### src/core/rtv_pkg.sv
// Purpose: shared constants for the trip voting block of one irradiation_unit
// Assumes: 250 MHz clock, three protection channels, 16-bit unsigned sensor words
// Notes:   setpoints and delays are configuration constants, fixed at build time
package rtv_pkg;

    // =====================================================================
    // structure
    localparam int CHAN   = 3;
    localparam int DATA_W = 16;
    localparam int TMR_W  = 40;
    localparam int AVG_LOG2 = 4;                 // 16 samples per averaging window

    // operating modes of the irradiation_unit
    typedef enum logic [2:0] {
        MODE_EMPTY    = 3'b000,
        MODE_FILL     = 3'b001,
        MODE_IRRAD    = 3'b010,
        MODE_POST     = 3'b011,
        MODE_TRANSFER = 3'b100
    } rtv_mode_type;

    // =====================================================================
    // setpoints, unsigned sensor counts
    localparam logic [DATA_W-1:0] SRC_HIGH_SP   = 16'hc000;
    localparam logic [DATA_W-1:0] PWR_LOW_SP    = 16'h0800;
    localparam logic [DATA_W-1:0] PWR_PERMIT_SP = 16'h1000;
    localparam logic [DATA_W-1:0] TAVG_HIGH_SP  = 16'hd000;
    localparam logic [DATA_W-1:0] WIDE_HIGH_SP  = 16'he000;
    localparam logic [DATA_W-1:0] TEMP_HIGH_SP  = 16'hb000;
    localparam logic [DATA_W-1:0] TEMP_LOW_SP   = 16'h2000;
    localparam logic [DATA_W-1:0] FLOW_LOW_SP   = 16'h3000;

    // =====================================================================
    // timing
    localparam longint CLK_HZ            = 250_000_000;
    localparam longint LOSS_OF_COOL_MIN  = 3;     // tolerated total loss of cooling
    localparam longint FLUX_DELAY_MS     = 100;   // low power flux dropout delay
    localparam longint AVG_SAMPLE_NS     = 1000;  // spacing of averaging samples
    localparam logic [TMR_W-1:0] COOL_DELAY_CYC = TMR_W'(LOSS_OF_COOL_MIN * 60 * CLK_HZ);
    localparam logic [TMR_W-1:0] FLUX_DELAY_CYC = TMR_W'(FLUX_DELAY_MS * CLK_HZ / 1000);
    localparam logic [7:0]       AVG_SAMPLE_CYC = 8'(AVG_SAMPLE_NS * CLK_HZ / 1_000_000_000);

endpackage : rtv_pkg

### src/core/rtv_trip_voter.sv
// Purpose: two-out-of-three trip voting for one irradiation_unit
// Assumes: sensor words and mode come from pins and are synchronised here
// Notes:   outputs are levels; seal-in belongs to the actuation logic downstream
`timescale 1ns/1ps
module rtv_trip_voter #(
    parameter logic [rtv_pkg::TMR_W-1:0] P_COOL_DELAY_CYC = rtv_pkg::COOL_DELAY_CYC,
    parameter logic [rtv_pkg::TMR_W-1:0] P_FLUX_DELAY_CYC = rtv_pkg::FLUX_DELAY_CYC
) (
    input  wire logic                      i_clk,
    input  wire logic                      i_rst_b,
    input  wire logic [2:0]                i_mode,
    input  wire logic [rtv_pkg::DATA_W-1:0] i_src_flux  [rtv_pkg::CHAN],
    input  wire logic [rtv_pkg::DATA_W-1:0] i_pwr_flux  [rtv_pkg::CHAN],
    input  wire logic [rtv_pkg::DATA_W-1:0] i_wide_flux [rtv_pkg::CHAN],
    input  wire logic [rtv_pkg::DATA_W-1:0] i_loop_temp [rtv_pkg::CHAN],
    input  wire logic [rtv_pkg::DATA_W-1:0] i_loop_flow [rtv_pkg::CHAN],
    output logic                           o_cell_safety_act,
    output logic                           o_driver_dropout,
    output logic                           o_power_permissive,
    output logic [7:0]                     o_function_trip
);
    import rtv_pkg::*;

    // =====================================================================
    // input synchronisers: every pin word passes two flops
    logic [2:0]        mode_s1;
    logic [2:0]        mode_s2;
    logic [DATA_W-1:0] src_s1  [CHAN];
    logic [DATA_W-1:0] src_s2  [CHAN];
    logic [DATA_W-1:0] pwr_s1  [CHAN];
    logic [DATA_W-1:0] pwr_s2  [CHAN];
    logic [DATA_W-1:0] wide_s1 [CHAN];
    logic [DATA_W-1:0] wide_s2 [CHAN];
    logic [DATA_W-1:0] temp_s1 [CHAN];
    logic [DATA_W-1:0] temp_s2 [CHAN];
    logic [DATA_W-1:0] flow_s1 [CHAN];
    logic [DATA_W-1:0] flow_s2 [CHAN];

    // mode sync
    always_ff @(posedge i_clk or negedge i_rst_b) begin
        if (!i_rst_b) begin
            mode_s1 <= 3'h0;
            mode_s2 <= 3'h0;
        end else begin
            mode_s1 <= i_mode;
            mode_s2 <= mode_s1;
        end
    end

    // =====================================================================
    // time-average sample strobe: one-cycle enable from a divider
    logic [7:0]          samp_div;
    logic [AVG_LOG2-1:0] samp_idx;
    wire                 samp_en   = (samp_div == AVG_SAMPLE_CYC - 8'h01);
    wire                 win_close = samp_en && (samp_idx == '1);

    // sample divider and window index
    always_ff @(posedge i_clk or negedge i_rst_b) begin
        if (!i_rst_b) begin
            samp_div <= 8'h00;
            samp_idx <= '0;
        end else if (samp_en) begin
            samp_div <= 8'h00;
            samp_idx <= samp_idx + AVG_LOG2'(1);
        end else begin
            samp_div <= samp_div + 8'h01;
        end
    end

    // =====================================================================
    // per-channel sync, averaging and setpoint comparisons
    logic [CHAN-1:0] src_trip;
    logic [CHAN-1:0] pwr_low_trip;
    logic [CHAN-1:0] pwr_permit;
    logic [CHAN-1:0] tavg_trip;
    logic [CHAN-1:0] wide_trip;
    logic [CHAN-1:0] hot_trip;
    logic [CHAN-1:0] cold_trip;
    logic [CHAN-1:0] flow_trip;

    genvar ch;
    generate
        for (ch = 0; ch < CHAN; ch++) begin : g_chan
            logic [DATA_W+AVG_LOG2-1:0] acc;
            logic [DATA_W-1:0]          avg;
            wire  [DATA_W+AVG_LOG2-1:0] acc_next = acc + (DATA_W+AVG_LOG2)'(pwr_s2[ch]);

            // two-flop sync of the sensor words
            always_ff @(posedge i_clk or negedge i_rst_b) begin
                if (!i_rst_b) begin
                    src_s1[ch]  <= '0;
                    src_s2[ch]  <= '0;
                    pwr_s1[ch]  <= '0;
                    pwr_s2[ch]  <= '0;
                    wide_s1[ch] <= '0;
                    wide_s2[ch] <= '0;
                    temp_s1[ch] <= '0;
                    temp_s2[ch] <= '0;
                    flow_s1[ch] <= '0;
                    flow_s2[ch] <= '0;
                end else begin
                    src_s1[ch]  <= i_src_flux[ch];
                    src_s2[ch]  <= src_s1[ch];
                    pwr_s1[ch]  <= i_pwr_flux[ch];
                    pwr_s2[ch]  <= pwr_s1[ch];
                    wide_s1[ch] <= i_wide_flux[ch];
                    wide_s2[ch] <= wide_s1[ch];
                    temp_s1[ch] <= i_loop_temp[ch];
                    temp_s2[ch] <= temp_s1[ch];
                    flow_s1[ch] <= i_loop_flow[ch];
                    flow_s2[ch] <= flow_s1[ch];
                end
            end

            // block average over one window; holds between window ends
            always_ff @(posedge i_clk or negedge i_rst_b) begin
                if (!i_rst_b) begin
                    acc <= '0;
                    avg <= '0;
                end else if (win_close) begin
                    acc <= '0;
                    avg <= acc_next[DATA_W+AVG_LOG2-1:AVG_LOG2];
                end else if (samp_en) begin
                    acc <= acc_next;
                end
            end

            // comparisons; a zero reading after reset trips the low ones,
            // which is harmless because they are bypassed outside modes 1 and 2
            assign src_trip[ch]     = src_s2[ch]  > SRC_HIGH_SP;
            assign pwr_low_trip[ch] = pwr_s2[ch]  < PWR_LOW_SP;
            assign pwr_permit[ch]   = pwr_s2[ch] >= PWR_PERMIT_SP;
            assign tavg_trip[ch]    = avg         > TAVG_HIGH_SP;
            assign wide_trip[ch]    = wide_s2[ch] > WIDE_HIGH_SP;
            assign hot_trip[ch]     = temp_s2[ch] > TEMP_HIGH_SP;
            assign cold_trip[ch]    = temp_s2[ch] < TEMP_LOW_SP;
            assign flow_trip[ch]    = flow_s2[ch] < FLOW_LOW_SP;
        end
    endgenerate

    // two-out-of-three majority
    function automatic logic vote2of3(input logic [CHAN-1:0] t);
        vote2of3 = (t[0] & t[1]) | (t[0] & t[2]) | (t[1] & t[2]);
    endfunction : vote2of3

    // =====================================================================
    // mode decode and bypasses
    rtv_mode_type mode;
    logic         power_permissive;
    assign mode = rtv_mode_type'(mode_s2);

    wire src_mode_ok  = !(mode == MODE_IRRAD || mode == MODE_POST || mode == MODE_TRANSFER);
    wire irrad_mode   = (mode == MODE_IRRAD);
    wire cool_mode_ok = (mode == MODE_FILL || mode == MODE_IRRAD);

    // coincidence votes, evaluated every cycle
    wire src_vote    = vote2of3(src_trip);
    wire pwr_vote    = vote2of3(pwr_low_trip);
    wire permit_vote = vote2of3(pwr_permit);
    wire tavg_vote   = vote2of3(tavg_trip);
    wire wide_vote   = vote2of3(wide_trip);
    wire hot_vote    = vote2of3(hot_trip);
    wire cold_vote   = vote2of3(cold_trip);
    wire flow_vote   = vote2of3(flow_trip);

    // gated functions; timers only run while their trip is enabled
    wire src_act  = src_vote && src_mode_ok;
    wire lpf_run  = pwr_vote && irrad_mode && power_permissive;
    wire hot_run  = hot_vote && cool_mode_ok;
    wire cold_act = cold_vote && cool_mode_ok;
    wire flow_run = flow_vote && cool_mode_ok;

    // permissive arms once power reaches its level in irradiation, drops on leaving it
    wire next_power_permissive = irrad_mode && (power_permissive || permit_vote);

    // =====================================================================
    // delay timers
    logic lpf_expired;
    logic hot_expired;
    logic flow_expired;

    rtv_delay_timer u_lpf_timer (
        .i_clk     (i_clk),
        .i_rst_b   (i_rst_b),
        .i_run     (lpf_run),
        .i_limit   (P_FLUX_DELAY_CYC),
        .o_expired (lpf_expired)
    );

    // both cooling timers carry the three-minute loss-of-cooling allowance
    rtv_delay_timer u_hot_timer (
        .i_clk     (i_clk),
        .i_rst_b   (i_rst_b),
        .i_run     (hot_run),
        .i_limit   (P_COOL_DELAY_CYC),
        .o_expired (hot_expired)
    );

    rtv_delay_timer u_flow_timer (
        .i_clk     (i_clk),
        .i_rst_b   (i_rst_b),
        .i_run     (flow_run),
        .i_limit   (P_COOL_DELAY_CYC),
        .o_expired (flow_expired)
    );

    // =====================================================================
    // actuation combine
    wire next_cell_safety_act = src_act | tavg_vote | wide_vote | hot_expired | cold_act | flow_expired;
    wire next_driver_dropout  = lpf_expired;
    wire [7:0] next_function_trip = {flow_expired, cold_act, hot_expired, wide_vote,
                                     tavg_vote, lpf_expired, src_act, power_permissive};

    // registered outputs
    always_ff @(posedge i_clk or negedge i_rst_b) begin
        if (!i_rst_b) begin
            power_permissive   <= 1'b0;
            o_power_permissive <= 1'b0;
            o_cell_safety_act  <= 1'b0;
            o_driver_dropout   <= 1'b0;
            o_function_trip    <= 8'h00;
        end else begin
            power_permissive   <= next_power_permissive;
            o_power_permissive <= next_power_permissive;
            o_cell_safety_act  <= next_cell_safety_act;
            o_driver_dropout   <= next_driver_dropout;
            o_function_trip    <= next_function_trip;
        end
    end
endmodule : rtv_trip_voter

### src/core/rtv_delay_timer.sv
// Purpose: coincidence delay timer, runs while its trip stays voted
// Assumes: i_run and i_limit come from logic on the same clock
// Notes:   any drop of i_run clears the count at once, no partial credit kept
`timescale 1ns/1ps
module rtv_delay_timer (
    input  wire logic                     i_clk,
    input  wire logic                     i_rst_b,
    input  wire logic                     i_run,
    input  wire logic [rtv_pkg::TMR_W-1:0] i_limit,
    output logic                          o_expired
);
    import rtv_pkg::*;

    logic [TMR_W-1:0] count;
    wire              at_limit = (count == i_limit);

    // =====================================================================
    // counter: cleared whenever coincidence or enable is lost
    always_ff @(posedge i_clk or negedge i_rst_b) begin
        if (!i_rst_b) begin
            count <= '0;
        end else if (!i_run) begin
            count <= '0;
        end else if (!at_limit) begin
            count <= count + TMR_W'(1);
        end
    end

    // expiry is a level that holds while the trip stays voted
    assign o_expired = i_run && at_limit;
endmodule : rtv_delay_timer

### config.mk
export PLATFORM = sky130hd
export DESIGN_NAME = rtv_trip_voter
export DESIGN_NICKNAME = d
export VERILOG_FILES = /design/src/core/rtv_pkg.sv /design/src/core/rtv_trip_voter.sv /design/src/core/rtv_delay_timer.sv
export SDC_FILE = /design/constraint.sdc
export NUM_CORES = 1
export LEC_CHECK = 0
export ABC_CLOCK_PERIOD_IN_PS = 3700
export BUFFER_PORTS_ARGS = -buffer_cell sky130_fd_sc_hd__buf_2
export CAP_MARGIN = 5
export CELL_PAD_IN_SITES_DETAIL_PLACEMENT = 1
export CELL_PAD_IN_SITES_GLOBAL_PLACEMENT = 1
export CORE_MARGIN = 2
export CORE_UTILIZATION = 39
export DETAILED_ROUTE_END_ITERATION = 10
export PLACE_DENSITY_LB_ADDON = 0.1
export SETUP_SLACK_MARGIN = 0.02
export SLEW_MARGIN = 20
export SYNTH_ARGS = -nofsm -noshare
export SYNTH_HDL_FRONTEND = slang
export SYNTH_SLANG_ARGS = --single-unit
### constraint.sdc
create_clock -name i_clk -period 3.7 [get_ports i_clk]
set_input_delay 0 -clock i_clk [delete_from_list [all_inputs] [get_ports i_clk]]
set_output_delay 0 -clock i_clk [all_outputs]
set_load 0.05 [all_outputs]
After elaboration in Yosys (flattened, before gate mapping)
Index checks and enable logic that the tools add are counted.
{"block": "word_totals", "ff_bits": 737, "input_bits": 245, "out_inout_bits": 11}
{"block": "op_classes", "n_addsub": 8, "n_lt_le_gt_ge": 24, "n_eq_ne": 12, "muxes": 13, "bitwise": 45, "n_reduce_logical": 17}
{"cell": "$mux 40", "n": 6}
{"cell": "$gt 16x16->1 const B", "n": 12}
{"cell": "$add 40x1->40 const B", "n": 3}
{"cell": "$mux 20", "n": 6}
{"cell": "$lt 16x14->1 const B", "n": 6}
{"cell": "$eq 40x36->1 const B", "n": 2}
{"cell": "$add 20x16->20", "n": 3}
{"cell": "$ge 16x13->1 const B", "n": 3}
{"cell": "$lt 16x12->1 const B", "n": 3}
{"cell": "$eq 40x25->1 const B", "n": 1}
{"cell": "$and 1x1->1", "n": 24}
{"cell": "$or 1x1->1", "n": 21}
{"cell": "$logic_and 1x1->1", "n": 11}
{"cell": "$add 8x1->8 const B", "n": 1}
{"cell": "$eq 8x8->1 const B", "n": 1}
{"cell": "$mux 8", "n": 1}
{"cell": "$eq 3x2->1 const B", "n": 2}
{"cell": "$ne 2x2->1 const B", "n": 3}
{"cell": "$add 4x1->4 const B", "n": 1}
{"cell": "$eq 4x4->1 const B", "n": 1}
{"cell": "$logic_or 1x1->1", "n": 4}
{"cell": "$eq 3x1->1 const B", "n": 1}
{"cell": "$eq 3x3->1 const B", "n": 1}
{"cell": "$reduce_bool 2->1", "n": 1}
{"cell": "$logic_not 1->1", "n": 1}

Longest topological paths before layout
{"block": "depth", "word_depth": 10, "depth_mapped": 10, "depth_no_buf": 10}

By module
From an unflattened synthesis, not the netlist that was laid out.
{"block": "hier_totals", "cells_unflattened": 2233, "hier_area_um2": 26713.1}
{"module": "rtv_trip_voter", "instances": 1, "cells_per_inst": 1288, "area_per_inst_um2": 18470.2, "seq_area_each_um2": 13613.1}
{"module": "rtv_delay_timer", "instances": 3, "cells_per_inst": 315, "area_per_inst_um2": 2747.6, "seq_area_each_um2": 1001.0}

Worst setup path before layout
OpenSTA, ideal clock, no wires.
{"block": "synth_timing", "kind": "register to register", "start": "register g_chan[2].acc[0]", "end": "register g_chan[2].avg[14]", "setup_ps": 82, "t_arrival_ps": 2275, "t_required_ps": 3618, "setup_slack_ps": 1343, "path_stages_with_launch": 11, "path_buffers": 0, "cell_sequence": "dfrtp_1 > ha_1 > inv_1 > fa_1 > nor2b_1 > o31a_1 > o311a_1 > o21ai_1 > o221a_2 > or3_1 > a31oi_1"}
{"block": "synth_between", "elab_chain_len": 1}
{"item": "from (decl)", "line": "rtv_trip_voter.sv:84", "source": "logic [DATA_W+AVG_LOG2-1:0] acc;"}
{"item": "from (signal assigned)", "line": "rtv_trip_voter.sv:124", "source": "acc <= acc_next;"}
{"item": "$add 20x16->20", "line": "rtv_trip_voter.sv:86", "source": "wire [DATA_W+AVG_LOG2-1:0] acc_next = acc + (DATA_W+AVG_LOG2)'(pwr_s2[ch]);"}
{"item": "to (signal assigned)", "line": "rtv_trip_voter.sv:122", "source": "avg <= acc_next[DATA_W+AVG_LOG2-1:AVG_LOG2];"}
{"item": "to (decl)", "line": "rtv_trip_voter.sv:85", "source": "logic [DATA_W-1:0] avg;"}
Every way passes these cells.
A chain may end at the register's enable or synchronous reset.

Final worst setup path
Ends and elaborated chain as after synthesis.

==> results.txt <==
- Mean area per synthesized cell: 12.84 µm²
* VDD IR max: 430.4 µV
- Gate family responsible for the most delay along the worst path: compound AO/OA/AOI/OAI gates
* Met3 routing resource usage after global routing: 3.964%
* Number of buffers added by the clock tree synthesis step: 74
* Number of remaining DRC errors: 0
* Post-CTS setup buffers: 0
- In this run the worst path has a maximum fanout of 7.
* Max Transition Viols Final: 0
- Row generation in the floorplan step produced 91 rows.
* Vertical extent of the die: 254.0 µm
- The longest clock path from root to sink contains 3 buffers.
- The design draws 16.19 mW.
- Most common cell after layout, fill and taps aside: sky130_fd_sc_hd__dfrtp_1
- The routed design has 67,750 µm of wire.
- DR WL/cell: 20.01 µm
- Static timing analysis puts the maximum clock frequency at 358.8 MHz.
* Remaining max-slew budget at the tightest pin: 41.13%
* Standard cell core area: 61,710 µm²
* Number of library cell types mapped by synthesis: 74
- Summed over all layers, the global routing overflow is 0.
* Wire length of the first global-routing pass: 107,800 µm
- The tree is rooted in a sky130_fd_sc_hd__clkbuf_16.
* Post-synthesis sequential area ratio: 68.16%
- Top Ports: 256
- Counting flops and latches in the post-synthesis netlist gives 664.
- Endpoint required time on the critical path: 4.23 ns
* Status: finished clean
- Total number of nets in the final design: 2,785
- Total count of hold-check failures in the final report: 0
- The worst setup path is of the reg -> reg kind.
- For this run, asynchronously set or reset flops after synthesis account for 100.0%.
- Entering global routing, the biggest net connects 128 pins.
- Min Tclk post-route: 2.787 ns
- Drt first-iter violations: 803
- After global routing, the most crowded layer is met2.
- Unrepaired setup endpoints after global routing: false
- Top flip-flop cell by instance count after synthesis: sky130_fd_sc_hd__dfrtp_1
* Relative area change from synthesis to final layout: 32.77%
* Routability cong.: 0.7931
- In this run the horizontal extent of the chip is 254.0 µm.
- Starting density of the core: 39.50%
- Antenna-violating nets left: 0
- The worst setup path is launched from a flop.
* # clock sinks: 664
* Count of yosys warnings during synthesis: 0
- Signal arrival time at the worst endpoint: 3.32 ns
- Count of port buffers added during placement: 219
- Post-Synthesis Net Count: 2,204
- Summed over all nets, the half-perimeter wirelength after detailed placement is 37,690 µm.
- Cells traversed along the worst timing path: ha_1 > inv_1 > fa_1 > nor2b_1 > o31a_1 > o311a_1 > o21ai_1 > o221a_2 > or3_1 > a31oi_1
- Post-cts repair resize count: 0
* Pwr dens: 500.3 nW/µm²
* Initial antenna violation count: 15
- Across all register-to-register paths, the minimum setup slack is 0.91 ns.
- The via count of the first global-routing pass was 19,179.
* Via Count: 16,781
* Total standard cell area after synthesis: 24,380 µm²
- Sort of element at the end of the critical path: flop
* Setup_tns: 0 ns
- Across all setup checks in the final design, the least slack found is 0.9132 ns.
* Final-report setup violation count: 0
* Clock latency on the worst-skew pair: 0.63 ns
* Total global-route track usage: 21.59%
- The pre-antenna-repair detailed-routing pass consisted of 4 iterations.
* Placement-stage worst setup slack: 0.9731 ns
- Buffers & Inverters on Critical Path: 1
* Detailed-route vias per instance: 4.956
- TritonCTS built the clock tree.
* Final cycle utilization of the critical path: 75.32%
* Leakage power: 14.56 nW
- Slew at the pin closest to its max-slew limit: 0.8831 ns
* Share of layout cells above drive strength 1: 16.21%
- Across the run, the number of max-cap violations was 0.
- Most frequent cells in the layout: 664 x sky130_fd_sc_hd__dfrtp_1, 312 x sky130_fd_sc_hd__dlygate4sd3_1, 218 x sky130_fd_sc_hd__buf_2, 196 x sky130_fd_sc_hd__nor2_1, 147 x sky130_fd_sc_hd__nand2_1
- Count of flip-flops with a built-in enable after synthesis: 0
* Cts hold-fix bufs: 311
* Kind of path behind the tightest hold check: in -> reg
- Layout filler cell count: 6,338
- Synthesis handed over a netlist of 1,899 instances.
* Die ar.: 64,520 µm²
- CTS clock-pin slew for the worst setup and hold paths: 0.07 ns
* Maximum cell stage delay along the critical path: 0.38 ns
- On the final layout, the worst clock skew is 0.02810 ns.
- For this run, global-route usage on met1 was measured as 25.65%.
* Cell with the largest stage delay on the worst path: sky130_fd_sc_hd__fa_1
- Max H-tree Level: 3
* Met2 track demand over resource in global routing: 38.43%
-- final cells by class --
type / count / area (µm²) / share of cell area [%]
Tap cell: 837 / 1047 / 3.236
Clock inverter: 31 / 489.2 / 1.512
Sequential cell: 664 / 16620 / 51.34
Multi-Input combinational cell: 1149 / 7422 / 22.93
Antenna cell: 13 / 32.53 / 0.1005
Timing Repair Buffer: 554 / 4477 / 13.83
Inverter: 37 / 138.9 / 0.4291
Clock buffer: 101 / 2143 / 6.622
-- cells by family (layout without fill, tap and decap cells) --
kind of cell | Yosys count | count (layout) | share of synthesized area, %
AO/OA/AOI/OAI | 247 | 247 | 6.760
adder cells (fa/ha/maj) | 65 | 65 | 3.377
flip-flops | 664 | 664 | 68.16
buffers and inverters | 86 | 723 | 1.458
other | 0 | 13 | 0
AND/OR/NAND/NOR | 655 | 655 | 13.46
XOR/XNOR | 157 | 157 | 5.641
multiplexers | 25 | 25 | 1.139
-- synthesized netlist by cell type (all sizes together), types with 15 or more instances --
library cell	n	share of area, %
a21oi	50	1.0
and3	33	0.86
nor2	198	3.0
nand3	83	1.8
mux2	22	1.0
clkbuf	36	0.60
or3	15	0.38
dfrtp	664	68
o21ai	60	1.2
nand2	147	2.3
a22o	29	1.0
xnor2	70	2.5
xor2	87	3.1
nor3	27	0.55
inv	37	0.57
nor4	46	1.4
nand4	37	1.0
ha	57	2.9
-- worst paths after layout --
| path | from | to | cells past startpoint |
|---|---|---|---|
| max | g_chan[2].acc[0] | g_chan[2].avg[14] | 10 |
| min | i_src_flux[39] | src_s1[39] | 2 |
| max reg2reg | g_chan[2].acc[0] | g_chan[2].avg[14] | 10 |
| min reg2reg | pwr_s1[30] | pwr_s2[30] | 0 |
| max in group asynchronous | i_rst_b | src_s1[10] | 3 |
| min in group asynchronous | i_rst_b | u_lpf_timer.count[4] | 2 |
-- routing by layer --
layer  part of all wire, %  up-vias
met5                 0.040        -
met4                   3.6        4
met3                   3.4      152
met2                    53      283
met1                    40     8585
li1                      -     7757
-- worst register-to-register path, delay by kind of cell, from the launching register on --
kind,cells,cell delay [ns]
adder cells (fa/ha/maj),2,0.58
flip-flops,1,0.34
AND/OR/NAND/NOR,2,0.60
buffers and inverters,1,0.07
AO/OA/AOI/OAI,5,1.11
-- stage by stage --
| step | utilization [%] | instance area (µm²) | cells | hold slack (ns) |
|---|---|---|---|---|
| CTS | 52.38 | 32320 | 3372 | 0.00006861 |
| floorplan | - | 24380 | 1899 | -0.2956 |
| detailed placement | 43.07 | 26580 | 2929 | 0.09982 |
| global route | 52.44 | 32360 | 3385 | 0.001725 |
| finish | 52.45 | 32370 | 3386 | 0.01298 |
| global placement | 43.07 | 26580 | 2929 | 0.09866 |
-- state kept, by name (all words and copies together) (netlist names), 3 cells and up --
name / count
g_chan.acc: 60
g_chan.avg: 48
pwr_s1: 48
pwr_s2: 48
src_s1: 48
src_s2: 48
temp_s1: 48
temp_s2: 48
wide_s1: 48
wide_s2: 48
u_flow_timer.count: 40
u_hot_timer.count: 40
u_lpf_timer.count: 40
flow_s1: 12
flow_s2: 12
o_function_trip: 8
samp_div: 8
samp_idx: 4
mode: 3
mode_s1: 3
-- power breakdown --
part | switching, mW | internal [mW]
Sequential | 0.109 | 7.49
Combinational | 0.354 | 0.365
Clock | 3.25 | 4.62
Note: power is estimated with default switching activity, not from simulation.
